<file path="config.mk">
export PLATFORM = sky130hd
export DESIGN_NAME = bmla_alu
export DESIGN_NICKNAME = d
export VERILOG_FILES = /design/src/pkg/bmla_pkg.sv /design/src/rtl/bmla_alu.sv
export VERILOG_INCLUDE_DIRS = /design/src /design/src/pkg
export SDC_FILE = /design/constraint.sdc
export NUM_CORES = 1
export LEC_CHECK = 0
export BUFFER_PORTS_ARGS = -buffer_cell sky130_fd_sc_hd__buf_4
export CAP_MARGIN = 15
export CORE_MARGIN = 5
export CORE_UTILIZATION = 45
export CTS_CLUSTER_SIZE = 14
export DETAILED_ROUTE_END_ITERATION = 10
export PLACE_DENSITY_LB_ADDON = 0.15
export SETUP_SLACK_MARGIN = 0.1
export SLEW_MARGIN = 20
export SYNTH_ARGS = -nofsm -noshare
export SYNTH_HDL_FRONTEND = slang
export SYNTH_SLANG_ARGS = --single-unit
export TNS_END_PERCENT = 20
</file>
<file path="constraint.sdc">
create_clock -name CLK -period 3.5 [get_ports CLK]
set_clock_uncertainty 0.05 [all_clocks]
set_input_delay 0 -clock CLK [delete_from_list [all_inputs] [get_ports CLK]]
set_output_delay 0 -clock CLK [all_outputs]
set_load 0.01 [all_outputs]
</file>
<file path="src/pkg/bmla_defs.svh">
/*
 * Constants for the decimal, multiply/divide, logic and jump datapath.
 * Assumes inclusion by bare name from the datapath module and the testbench.
 */
// Operation
// - bcd fixup adds six when low nibble above nine or half carry set.
// - low-nibble correction may set carry but never clears it.
// - then add six to high nibble if carry set or nibble above nine.
// - final carry is old carry or carry out of either six-addition.
// - product op puts low byte in accumulator, high byte in second operand.
// - product op clears signed range flag when high byte zero, else sets.
// - quotient op returns quotient in accumulator, remainder in second op.
// - divide by zero sets signed range flag; nonzero divisor clears it.
// - bitwise and/or/xor write first operand, leave all flags unchanged.
// - bitwise ops accept direct byte destination with acc or immediate.
// - far branch target is full 16 bits from instruction bytes two, three.
// - block branch takes bits 10..8 from opcode, bits 7..0 from byte two.
// - block branch keeps upper bits from the incremented program counter.
// - relative branch target is incremented pc plus sign-extended offset.
// - relative branch with zero displacement continues at next instruction.
// - sums set carry from bit seven, half carry from bit three.
// - sums and borrow-difference set signed range flag as c6 xor c7.
`ifndef BMLA_DEFS_SVH
`define BMLA_DEFS_SVH
`define BMLA_NIBBLE_MAX     4'h9
`define BMLA_SIX            8'h06
`define BMLA_SIX_HI         8'h60
`define BMLA_DIV0_ACC       8'hFF
// nonzero: sec has no load path, so divide by zero reseeds it
`define BMLA_DIV0_SEC       8'hFF
`define BMLA_BLOCK_LSB      11
`define BMLA_ACC_RST        8'h00
`define BMLA_SEC_RST        8'h00
`define BMLA_PC_RST         16'h0000
`endif

</file>
<file path="src/pkg/bmla_pkg.sv">
/*
 * Types for the datapath: operation codes and operand source selection.
 * Assumes the sequencer drives one operation code per cycle.
 */
package bmla_pkg;
	typedef enum logic [3:0] {
		BMLA_NOP,
		BMLA_SUM,
		BMLA_SUM_CARRY,
		BMLA_DIFF_BORROW,
		BMLA_BCD_FIXUP,
		BMLA_PRODUCT,
		BMLA_QUOTIENT,
		BMLA_AND,
		BMLA_OR,
		BMLA_XOR,
		BMLA_FAR_BRANCH,
		BMLA_BLOCK_BRANCH,
		BMLA_REL_BRANCH
	} bmla_op_t;
	typedef enum logic [1:0] {
		BMLA_DST_ACC,
		BMLA_DST_DIRECT
	} bmla_dst_t;
	typedef enum logic {
		BMLA_SRC_ACC,
		BMLA_SRC_OPERAND
	} bmla_src_t;
endpackage

</file>
<file path="src/rtl/bmla_alu.sv">
/*
 * Execution datapath: decimal fixup, add/subtract flags, 8x8 multiply,
 * 8/8 divide, bytewise logic and unconditional jump targets.
 * Assumes the sequencer supplies operands, the incremented program
 * counter and instruction bytes, and holds OP valid for one cycle.
 */
`timescale 1ns/100ps
`include "bmla_defs.svh"
module bmla_alu
	import bmla_pkg::*;
#(
	parameter int WIDTH = 8
) (
	// clock and reset
	input  wire logic        CLK,
	input  wire logic        NRST,
	// operation request
	input  wire logic        OP_VALID,
	input  wire bmla_op_t    OP,
	input  wire bmla_dst_t   DST_SEL,
	input  wire bmla_src_t   SRC_SEL,
	input  wire logic [7:0]  OPERAND,
	input  wire logic [7:0]  DIRECT_IN,
	// program counter and instruction bytes
	input  wire logic [15:0] PC_INC,
	input  wire logic [2:0]  OPC_FIELD,
	input  wire logic [7:0]  INSN_BYTE2,
	input  wire logic [7:0]  INSN_BYTE3,
	// register file results
	output logic [7:0]       ACC,
	output logic [7:0]       SEC,
	output logic [7:0]       DIRECT_OUT,
	output logic             DIRECT_WE,
	// flags
	output logic             CARRY,
	output logic             HALF_CARRY,
	output logic             SIGNED_RANGE,
	// branch target
	output logic [15:0]      BRANCH_TARGET,
	output logic             BRANCH_TAKE
);

	initial begin
		if (WIDTH != 8)
			$error("bmla_alu serves 8-bit data only");
	end

	logic       rst_meta;
	logic       rst_n;

	always_ff @(posedge CLK or negedge NRST) begin
		if (!NRST) begin
			rst_meta <= 1'b0;
			rst_n    <= 1'b0;
		end else begin
			rst_meta <= 1'b1;
			rst_n    <= rst_meta;
		end
	end

	// adder shared by sums and borrow-difference
	logic [7:0] add_b;
	logic       add_cin;
	logic [4:0] add_lo;
	logic [7:0] add_low7;
	logic [8:0] add_full;
	logic       c3;
	logic       c6;
	logic       c7;
	always_comb begin
		add_b   = OPERAND;
		add_cin = 1'b0;
		if (OP == BMLA_SUM_CARRY)
			add_cin = CARRY;
		if (OP == BMLA_DIFF_BORROW) begin
			add_b   = ~OPERAND;
			add_cin = ~CARRY;
		end
		add_lo   = {1'b0, ACC[3:0]} + {1'b0, add_b[3:0]} + {4'h0, add_cin};
		add_low7 = {1'b0, ACC[6:0]} + {1'b0, add_b[6:0]} + {7'h00, add_cin};
		add_full = {1'b0, ACC} + {1'b0, add_b} + {8'h00, add_cin};
		c3 = add_lo[4];
		c6 = add_low7[7];
		c7 = add_full[8];
	end

	// decimal fixup in two steps
	logic [8:0] dec_lo;
	logic [8:0] dec_hi;
	logic       dec_carry;
	always_comb begin
		dec_lo = {1'b0, ACC};
		if (ACC[3:0] > `BMLA_NIBBLE_MAX || HALF_CARRY)
			dec_lo = {1'b0, ACC} + {1'b0, `BMLA_SIX};
		// carry only ever ORed in, so a set carry survives
		dec_carry = CARRY | dec_lo[8];
		dec_hi = {1'b0, dec_lo[7:0]};
		if (dec_carry || dec_lo[7:4] > `BMLA_NIBBLE_MAX)
			dec_hi = {1'b0, dec_lo[7:0]} + {1'b0, `BMLA_SIX_HI};
	end

	// single-cycle multiply and divide; area traded for latency
	logic [15:0] prod;
	logic [7:0]  quot;
	logic [7:0]  rem;
	always_comb begin
		prod = {8'h00, ACC} * {8'h00, SEC};
		quot = `BMLA_DIV0_ACC;
		rem  = `BMLA_DIV0_SEC;
		if (SEC != 8'h00) begin
			quot = ACC / SEC;
			rem  = ACC % SEC;
		end
	end

	// bytewise logic
	logic [7:0] logic_a;
	logic [7:0] logic_b;
	logic [7:0] logic_r;
	always_comb begin
		logic_a = (DST_SEL == BMLA_DST_DIRECT) ? DIRECT_IN : ACC;
		logic_b = (SRC_SEL == BMLA_SRC_ACC) ? ACC : OPERAND;
		unique case (OP)
			BMLA_AND: logic_r = logic_a & logic_b;
			BMLA_OR:  logic_r = logic_a | logic_b;
			default:  logic_r = logic_a ^ logic_b;
		endcase
	end
	logic is_logic;
	assign is_logic = (OP == BMLA_AND) || (OP == BMLA_OR) ||
		(OP == BMLA_XOR);

	// accumulator and second operand
	always_ff @(posedge CLK or negedge rst_n) begin
		if (!rst_n) begin
			ACC <= `BMLA_ACC_RST;
			SEC <= `BMLA_SEC_RST;
		end else if (OP_VALID) begin
			unique case (OP)
				BMLA_SUM, BMLA_SUM_CARRY, BMLA_DIFF_BORROW:
					ACC <= add_full[7:0];
				BMLA_BCD_FIXUP:
					ACC <= dec_hi[7:0];
				BMLA_PRODUCT: begin
					ACC <= prod[7:0];
					SEC <= prod[15:8];
				end
				BMLA_QUOTIENT: begin
					ACC <= quot;
					SEC <= rem;
				end
				BMLA_AND, BMLA_OR, BMLA_XOR: begin
					if (DST_SEL == BMLA_DST_ACC)
						ACC <= logic_r;
				end
				default: ;
			endcase
		end
	end

	// direct-address writeback of bytewise ops
	always_ff @(posedge CLK or negedge rst_n) begin
		if (!rst_n) begin
			DIRECT_OUT <= 8'h00;
			DIRECT_WE  <= 1'b0;
		end else begin
			DIRECT_WE  <= OP_VALID && is_logic &&
				DST_SEL == BMLA_DST_DIRECT;
			DIRECT_OUT <= logic_r;
		end
	end

	// flags; bytewise ops and jumps leave them alone
	always_ff @(posedge CLK or negedge rst_n) begin
		if (!rst_n) begin
			CARRY        <= 1'b0;
			HALF_CARRY   <= 1'b0;
			SIGNED_RANGE <= 1'b0;
		end else if (OP_VALID) begin
			unique case (OP)
				BMLA_SUM, BMLA_SUM_CARRY: begin
					CARRY        <= c7;
					HALF_CARRY   <= c3;
					SIGNED_RANGE <= c6 ^ c7;
				end
				BMLA_DIFF_BORROW: begin
					CARRY        <= ~c7;
					HALF_CARRY   <= ~c3;
					SIGNED_RANGE <= c6 ^ c7;
				end
				BMLA_BCD_FIXUP:
					CARRY <= dec_carry | dec_hi[8];
				BMLA_PRODUCT: begin
					CARRY        <= 1'b0;
					SIGNED_RANGE <= (prod[15:8] != 8'h00);
				end
				BMLA_QUOTIENT: begin
					CARRY        <= 1'b0;
					SIGNED_RANGE <= (SEC == 8'h00);
				end
				default: ;
			endcase
		end
	end

	// jump target calculation
	logic [15:0] rel_target;
	assign rel_target = PC_INC + {{8{INSN_BYTE2[7]}}, INSN_BYTE2};

	always_ff @(posedge CLK or negedge rst_n) begin
		if (!rst_n) begin
			BRANCH_TARGET <= `BMLA_PC_RST;
			BRANCH_TAKE   <= 1'b0;
		end else begin
			BRANCH_TAKE <= OP_VALID && (OP == BMLA_FAR_BRANCH ||
				OP == BMLA_BLOCK_BRANCH || OP == BMLA_REL_BRANCH);
			if (OP_VALID) begin
				unique case (OP)
					BMLA_FAR_BRANCH:
						BRANCH_TARGET <= {INSN_BYTE2, INSN_BYTE3};
					BMLA_BLOCK_BRANCH:
						BRANCH_TARGET <= {PC_INC[15:`BMLA_BLOCK_LSB],
							OPC_FIELD, INSN_BYTE2};
					BMLA_REL_BRANCH:
						BRANCH_TARGET <= rel_target;
					default: ;
				endcase
			end
		end
	end

	// checks
	property p_bcd_low;
		@(posedge CLK) disable iff (!rst_n)
		(OP_VALID && OP == BMLA_BCD_FIXUP && ACC[3:0] < 4'hA && !HALF_CARRY
			&& !CARRY && ACC[7:4] < 4'hA)
		|=> ACC == $past(ACC);
	endproperty
	a_bcd_low: assert property (p_bcd_low) else $error("bcd changed digit");

	property p_bcd_carry_keep;
		@(posedge CLK) disable iff (!rst_n)
		(OP_VALID && OP == BMLA_BCD_FIXUP && CARRY) |=> CARRY;
	endproperty
	a_bcd_carry_keep: assert property (p_bcd_carry_keep) else $error("bcd cleared carry");

	property p_bcd_hi;
		@(posedge CLK) disable iff (!rst_n)
		(OP_VALID && OP == BMLA_BCD_FIXUP) |=> ACC[7:4] <= 4'h9 || CARRY;
	endproperty
	a_bcd_hi: assert property (p_bcd_hi) else $error("bcd high digit bad");

	property p_product;
		@(posedge CLK) disable iff (!rst_n)
		(OP_VALID && OP == BMLA_PRODUCT) |=>
			{SEC, ACC} == $past(ACC) * $past(SEC) &&
			SIGNED_RANGE == (SEC != 8'h00);
	endproperty
	a_product: assert property (p_product) else $error("product wrong");

	property p_quotient;
		@(posedge CLK) disable iff (!rst_n)
		(OP_VALID && OP == BMLA_QUOTIENT && SEC != 8'h00) |=>
			!SIGNED_RANGE && SEC < $past(SEC) &&
			ACC * $past(SEC) + SEC == $past(ACC);
	endproperty
	a_quotient: assert property (p_quotient) else $error("quotient wrong");

	property p_div_zero;
		@(posedge CLK) disable iff (!rst_n)
		(OP_VALID && OP == BMLA_QUOTIENT && SEC == 8'h00) |=>
			SIGNED_RANGE && ACC == `BMLA_DIV0_ACC && SEC == `BMLA_DIV0_SEC;
	endproperty
	a_div_zero: assert property (p_div_zero) else $error("div zero wrong");

	property p_logic_flags;
		@(posedge CLK) disable iff (!rst_n)
		(OP_VALID && is_logic) |=> $stable({CARRY, HALF_CARRY, SIGNED_RANGE});
	endproperty
	a_logic_flags: assert property (p_logic_flags) else $error("logic hit flags");

	property p_block;
		@(posedge CLK) disable iff (!rst_n)
		(OP_VALID && OP == BMLA_BLOCK_BRANCH) |=> BRANCH_TAKE &&
			BRANCH_TARGET[15:11] == $past(PC_INC[15:11]);
	endproperty
	a_block: assert property (p_block) else $error("block target left block");

	property p_rel_zero;
		@(posedge CLK) disable iff (!rst_n)
		(OP_VALID && OP == BMLA_REL_BRANCH && INSN_BYTE2 == 8'h00) |=>
			BRANCH_TARGET == $past(PC_INC);
	endproperty
	a_rel_zero: assert property (p_rel_zero) else $error("rel zero moved");

	property p_far;
		@(posedge CLK) disable iff (!rst_n)
		(OP_VALID && OP == BMLA_FAR_BRANCH) |=>
			BRANCH_TARGET == {$past(INSN_BYTE2), $past(INSN_BYTE3)};
	endproperty
	a_far: assert property (p_far) else $error("far target wrong");
endmodule

</file>
After elaboration in Yosys (flattened, before gate mapping)

Index checks and enable logic that the tools add are counted.
Widths: inputs -> output; s select.

Register bits: 47
Input port bits: 61
Output and inout port bits: 45

$add $sub $neg: 9
$mul: 1
Divide/modulo/power cells: 2
Order comparisons: 2
Eq/ne operators: 14
Multiplexer cells: 17
Bitwise logic cells: 10
Reduce and logical (&&, ||, !) cells: 29

Operators by type and width:

| operator            | number |
|---|---|
| $mux 8              | 6 |
| $pmux 16 s3         | 1 |
| $pmux 8 s5          | 1 |
| $pmux 8 s2          | 2 |
| $eq 4x4->1 const B  | 5 |
| $mux 9              | 2 |
| $add 16x16->16      | 1 |
| $eq 4x3->1 const B  | 4 |
| $mul 8x8->16        | 1 |
| $reduce_bool 8->1   | 2 |
| $reduce_and 2->1    | 5 |
| $add 8x3->9 const B | 1 |
| $add 8x7->9 const B | 1 |
| $add 8x8->9         | 1 |
| $add 9x1->9         | 1 |
| $add 7x7->8         | 1 |
| $add 8x1->8         | 1 |
| $and 8x8->8         | 1 |
| $div 8x8->8         | 1 |
| $eq 4x2->1 const B  | 2 |
| $gt 4x4->1 const B  | 2 |
| $logic_not 8->1     | 1 |
| $mod 8x8->8         | 1 |
| $not 8->8           | 1 |
| other kinds (24)    | 39 |

Logic depth before layout (Yosys ltp)

Gate-level depths: netlist of run 1.

Depth after elaboration: 8
Depth in mapped cells: 53

Worst setup path after synthesis of run 1

OpenSTA, ideal clock, no wires.

Kind: register to register
Start point: reg SEC[7]
End point: reg SEC[7]
Setup time: 0.126 ns
Arrival time: 11.218 ns
Path slack: -7.894 ns
Stages on the path, launching flop included: 52
Path buffers: 3
Cells stage by stage: dfrtp_1 -> clkbuf_8 -> nor4_4 -> nand3_1 -> nor2_1 -> a21oi_1 -> a21oi_1 -> ha_1 -> nor4b_1 -> a31oi_1 -> a21oi_1 -> nor2_1 -> ha_1 -> or4b_2 -> a21oi_1 -> inv_1 -> and2_1 -> ha_1 -> [16 not listed] -> or3_1 -> o21ai_0 -> ha_1 -> nor3_1 -> a211oi_1 -> a31oi_1 -> o22ai_1 -> clkbuf_8 -> a21oi_1 -> fa_1 -> a21o_1 -> a21o_1 -> nor4_1 -> o41ai_4 -> nand2b_1 -> o21ai_0 -> o2bb2ai_1 -> nor3_1

Longest elaborated chain between the ends: 3
Elaborated cells between the ends (all ways): 5

Ends and longest elaborated chain:

| element                                                 | line                             | RTL |
|---|---|---|
| from (decl)                                             | bmla_alu.sv:31                   | `output logic [7:0] SEC,` |
| from (signal assigned)                                  | bmla_alu.sv:137                  | `` SEC <= `BMLA_SEC_RST; `` |
| from (signal assigned)                                  | bmla_alu.sv:146                  | `SEC <= prod[15:8];` |
| from (signal assigned)                                  | bmla_alu.sv:150                  | `SEC <= rem;` |
| $mod 8x8->8 / $reduce_bool 8->1 (equally long branches) | bmla_alu.sv:112, bmla_alu.sv:110 |  |
| $mux 8                                                  | bmla_alu.sv:110                  | `if (SEC != 8'h00) begin` |
| $pmux 8 s2 (*)                                          | bmla_alu.sv:139                  | `unique case (OP)` |

Every way passes the cells marked *; elsewhere a longest branch is shown, timed or not.
A chain may end at the register's enable or synchronous reset.

Final worst setup path of run 1

Start point: reg SEC[5]
End point: reg SEC[0]

The elaborated chain is that of the path after synthesis.

==> results of run 1 <==
per-layer routing:
metal / track usage / routed length [um]
met1: 0.347 / 12000
met4: 0.0849 / 918
met3: 0.0276 / 1410
met5: 0 / 0
met2: 0.446 / 13700
state kept, by name (all words and copies together), names as in the netlist:
name,flops
ACC,8
BRANCH_TAKE,1
BRANCH_TARGET,16
CARRY,1
DIRECT_OUT,8
DIRECT_WE,1
HALF_CARRY,1
SEC,8
SIGNED_RANGE,1
rst_meta,1
rst_n,1
layout by cell type, fill, tap and decap left out, drive strengths merged, types with 34 or more instances in the layout:
master  count
ha        117
inv        93
xnor2      34
buf       331
dfrtp      47
a21oi      54
fa         40
nand2      64
nor2      133
o21ai      55
logic make-up (layout without fill, tap and decap cells):
logic type / after synthesis / in the layout / share of synthesized area
adders and majority gates: 157 / 157 / 0.277
xor gates and xnor gates: 62 / 62 / 0.0664
other: 1 / 1 / 0.000459
muxes: 28 / 28 / 0.0369
AOI/OAI and AO/OA: 253 / 253 / 0.216
buffers and inverters: 132 / 447 / 0.0706
and+or+nand+nor: 321 / 321 / 0.189
DFF: 47 / 47 / 0.144
layout make-up:
| cell class | count | area [sq um] | share of cell area |
|---|---|---|---|
| multi-input cells | 822 | 7190 | 0.605 |
| repair buffers | 344 | 2710 | 0.228 |
| flip-flops and latches | 47 | 1180 | 0.0991 |
| inverters | 95 | 362 | 0.0304 |
| well taps | 229 | 287 | 0.0241 |
| clock buffers | 6 | 139 | 0.0117 |
| clock inverters | 2 | 16.3 | 0.00137 |
worst max-delay path: cells and delay by family (launching register included):
kind	cells	cell delay (ns)
AOI/OAI and AO/OA	23	3.87
and+or+nand+nor	12	2.66
adders and majority gates	7	1.71
buffers and inverters	9	1.20
muxes	2	0.62
DFF	1	0.41
stage by stage:
step | TNS, ns | cells | setup WS, ns | instance area [sq um]
2_1_floorplan | -79.78 | 1001 | -7.10 | 8380
3_3_place_gp | -77.73 | 1477 | -6.70 | 10600
3_5_place_dp | -81.58 | 1477 | -7.02 | 10600
4_1_cts | -78.56 | 1527 | -6.80 | 11300
5_1_grt | -89.60 | 1545 | -7.70 | 11900
6_report | -82.58 | 1545 | -7.17 | 11900
path summary, 6_finish.rpt:
| check | slack (ns) | startpoint | end |
|---|---|---|---|
| setup / recovery | -7.17 | SEC[5] | SEC[0] |
| hold / removal | 0.009 | OPC_FIELD[1] | BRANCH_TARGET[9] |
| setup reg to reg | -7.17 | SEC[5] | SEC[0] |
| hold reg to reg | 0.31 | rst_meta | rst_n |
| max in group asynchronous | 2.33 | rst_n | BRANCH_TARGET[10] |
| min in group asynchronous | 0.38 | rst_n | BRANCH_TARGET[11] |
timing repair:
item,4_1_cts,5_1_grt
hold endpoints to repair,13,0
gates resized for setup,70,68
endpoints found under the setup margin,17,18
pin swaps,58,52
buffers inserted,30,18
hold buffers,13,0
==> impl_metrics.yaml, run 1 <==
clocking:
  insertion_delay_ns: 0.30
  cts_num_sinks: 47
  htree_levels: 2
  clk_pin_slew_worst_paths_ns: 0.07
  cts.path.max_buffers: 2
  cts_tree: "done"
  cts_made_buffers: 5
  cts_root_buffer: "clkbuf_16"
floorplanning:
  ios: 106
  rows: 49
  dieArea_sq_mm: 0.0210
  coreArea_sq_mm: 0.0179
  die_w_um: 145
  die_h_um: 145
  initial_core_util: 0.457
synthesis:
  synth_area_sq_mm: 0.00817
  synth_top_area_cell: "ha_1"
  synthTopCellsByCount: "nor2_1, ha_1, inv_1"
  yosysMostFrequentCell: "nor2_1"
  synth_edf_count: 0
  synth.top_cell.area_share: 0.179
  yosysSeqAreaShare: 0.144
  synth.area.top_cells: "ha_1, dfrtp_1, fa_1"
  syn_inst: 1001
  syn-num-nets: 1219
  ys_warn_count: 0
  synth_seq_cells: 47
  synth_ff_type: "dfrtp_1"
  async_flop_share: 1.00
  yosys.cell_types.count: 83
  syn_avg_cell_area_sq_um: 8.17
min_path:
  hold_depth: 3
  holdCritPathClass: "input port to flop"
setup_path:
  critPathRequiredTime_ns: 3.63
  end_kind: "flop"
  max_stage_delay_ns: 0.47
  arrival_ns: 10.80
  timing.critical_path.slowest_stage_cell: "or4_1"
  crit_fanout: 6
  r2r_cells: 53
  crit_path_start_kind: "flop"
  crit_type: "flop to flop"
cells_and_area:
  layout-drive-gt1-share: 0.359
  fin_util: 0.664
  n_antenna_cell: 0
  areaGrowthSynthToFinish_pct: 45.4
  num-fill-cells: 1521
  nNetsFinal: 1533
timing:
  hold_violations: 0
  worst_slack_ns: -7.17
  finalSetupViolCount: 17
  min_period_over_period: 3.05
  rsz0062_at_grt: "true"
  relSlewSlack: 0.350
  fmax_mhz: 93.7
  holdWs_ns: 0.00889
  tightestPinTransition_ns: 0.974
  final_max_slew_viol_count: 0
  min_period_ns: 10.67
global_routing:
  grt_first_pass_wirelength_um: 43900
  grt_start_max_net_pins: 39
  grt.overflow.total: 0
  grt_pass1_vias: 8725
  grt_antenna_before_repair: 0
  groute.usage.overall: 0.261
drt:
  drt_iter0_drc: 478
  wl_per_cell_um: 18.1
  routed_wl_um: 28000
  viasPerCell: 5.58
  firstDrtPassIters: 5
  drc_errors: 0
  ant_nets: 0
  vias: 8627
status:
  status: "complete, but fails checks"
  violations: "negative setup slack"
placed_design:
  hpwl_um: 20800
  gp_congestion: 0.926
  portBuffers: 105
run:
  drv_cap: 0
Power of run 1 is left out: the tool's default activity adds up to more than one toggle a clock period on the data nets, which glitch-free logic cannot reach.
==> inputs of run 2 (changes only) <==
--- a/config.mk
+++ b/config.mk
@@ -12,6 +12,7 @@
 export CORE_UTILIZATION = 45
 export CTS_CLUSTER_SIZE = 14
 export DETAILED_ROUTE_END_ITERATION = 10
+export HOLD_SLACK_MARGIN = 0.02
 export PLACE_DENSITY_LB_ADDON = 0.15
 export SETUP_SLACK_MARGIN = 0.1
 export SLEW_MARGIN = 20
==> impl_metrics.yaml, run 2 (synthesized netlist as in run 1, its figures left out) <==
cells_and_area:
  n_antenna_cell: 0
  largest_register: "BRANCH_TARGET"
  largest_reg_flops: 16
  mostFrequentLayoutCells: "buf_4, nor2_1, ha_1, inv_1, nand2_1"
  multi_input_area_sq_mm: 0.00719
  register_area_sq_mm: 0.00118
  num-fill-cells: 1517
  design_area_sq_mm: 0.0119
  nNetsFinal: 1539
  layout-drive-gt1-share: 0.357
  final_common_cell: "buf_4"
  fin_util: 0.667
  areaGrowthSynthToFinish_pct: 46.1
floorplanning:
  initial_core_util: 0.457
  ios: 106
  rows: 49
  coreArea_sq_mm: 0.0179
  dieArea_sq_mm: 0.0210
  die_w_um: 145
  die_h_um: 145
timing:
  min_period_over_period: 3.05
  tightestPinTransition_ns: 0.985
  fmax_mhz: 93.6
  hold_violations: 0
  worst_slack_ns: -7.18
  min_period_ns: 10.68
  holdWs_ns: 0.0257
  final_max_slew_viol_count: 0
  rsz0062_at_grt: "true"
  relSlewSlack: 0.341
  finalSetupViolCount: 17
placed_design:
  portBuffers: 105
  gp_congestion: 0.926
  place_area_sq_mm: 0.0106
  hpwl_um: 20800
min_path:
  holdCritPathClass: "input port to flop"
  worstHoldStart: "INSN_BYTE2[6]"
  holdPathEnd: "BRANCH_TARGET[6]"
  hold_depth: 3
setup_path:
  end_kind: "flop"
  rr_endpoint: "SEC[0]"
  arrival_ns: 10.81
  max_stage_delay_ns: 0.47
  reg2reg_from: "SEC[5]"
  critPathRequiredTime_ns: 3.63
  timing.critical_path.slowest_stage_cell: "or4_1"
  ff2ff_setup_slack_ns: -7.18
  crit_fanout: 6
  crit_type: "flop to flop"
  r2r_cells: 53
  crit_path_start_kind: "flop"
drt:
  wl_met2_um: 13700
  firstDrtPassIters: 5
  drc_errors: 0
  ant_nets: 0
  drt_iter0_drc: 503
  vias: 8649
  dr_wl_met3_um: 1370
  routed_wl_um: 28100
  viasPerCell: 5.58
  wl_per_cell_um: 18.1
  top_layer: "met4"
  m1WireLength_um: 12000
global_routing:
  grt.overflow.total: 0
  grt_antenna_before_repair: 0
  grt_pass1_vias: 8775
  grt_start_max_net_pins: 39
  grt_first_pass_wirelength_um: 44000
  groute.usage.overall: 0.261
clocking:
  htree_levels: 2
  cts_root_buffer: "clkbuf_16"
  cts_made_buffers: 5
  cts.path.max_buffers: 2
  cts_num_sinks: 47
  cts_tree: "done"
  insertion_delay_ns: 0.30
  clk_pin_slew_worst_paths_ns: 0.07
status:
  violations: "negative setup slack"
  status: "complete, but fails checks"
run:
  drv_cap: 0
[run 2: cell type report]
type                    instances  share of cell area
repair buffers                350               0.232
clock buffers                   6              0.0116
inverters                      95              0.0303
clock inverters                 2             0.00136
flip-flops and latches         47              0.0986
well taps                     229              0.0240
multi-input cells             822               0.602
[run 2: stage by stage]
stage	setup TNS, ns	std cells	worst slack, ns
after floorplan	-79.78	1001	-7.10
after global placement	-77.73	1477	-6.70
after CTS	-78.56	1533	-6.80
after global routing	-89.60	1551	-7.70
after detailed placement	-81.58	1477	-7.02
final	-82.67	1551	-7.18
[run 2: routing by layer]
metal  track usage  up-vias
met5             0        -
met4        0.0879        0
met3        0.0286       75
met2         0.444      245
met1         0.347     4159
li1              -     4170
[run 2: worst max path at each step]
| stage | startpoint | to | slack, ns |
|---|---|---|---|
| global placement | SEC[5] | SEC[7] | -6.70 |
| global route | SEC[5] | SEC[0] | -7.70 |
| detailed placement | SEC[5] | SEC[7] | -7.02 |
| floorplan | SEC[5] | SEC[5] | -7.10 |
| finish | SEC[5] | SEC[0] | -7.18 |
| CTS | SEC[7] | SEC[6] | -6.80 |
[run 2: critical path: cells and delay by family, from the launching register on]
| kind | cells | cell delay, ns |
|---|---|---|
| AOI/OAI and AO/OA | 23 | 3.87 |
| DFF | 1 | 0.41 |
| buffers and inverters | 9 | 1.20 |
| adders and majority gates | 7 | 1.73 |
| muxes | 2 | 0.61 |
| and+or+nand+nor | 12 | 2.66 |
[run 2: timing repair]
action                     CTS  global route
buffers inserted            30            18
gates resized for setup     70            68
hold buffers                19             0
pin swaps                   58            52
setup endpoints to repair   17            18
hold endpoints to repair    16             0
Power of run 2 is left out for the same reason.
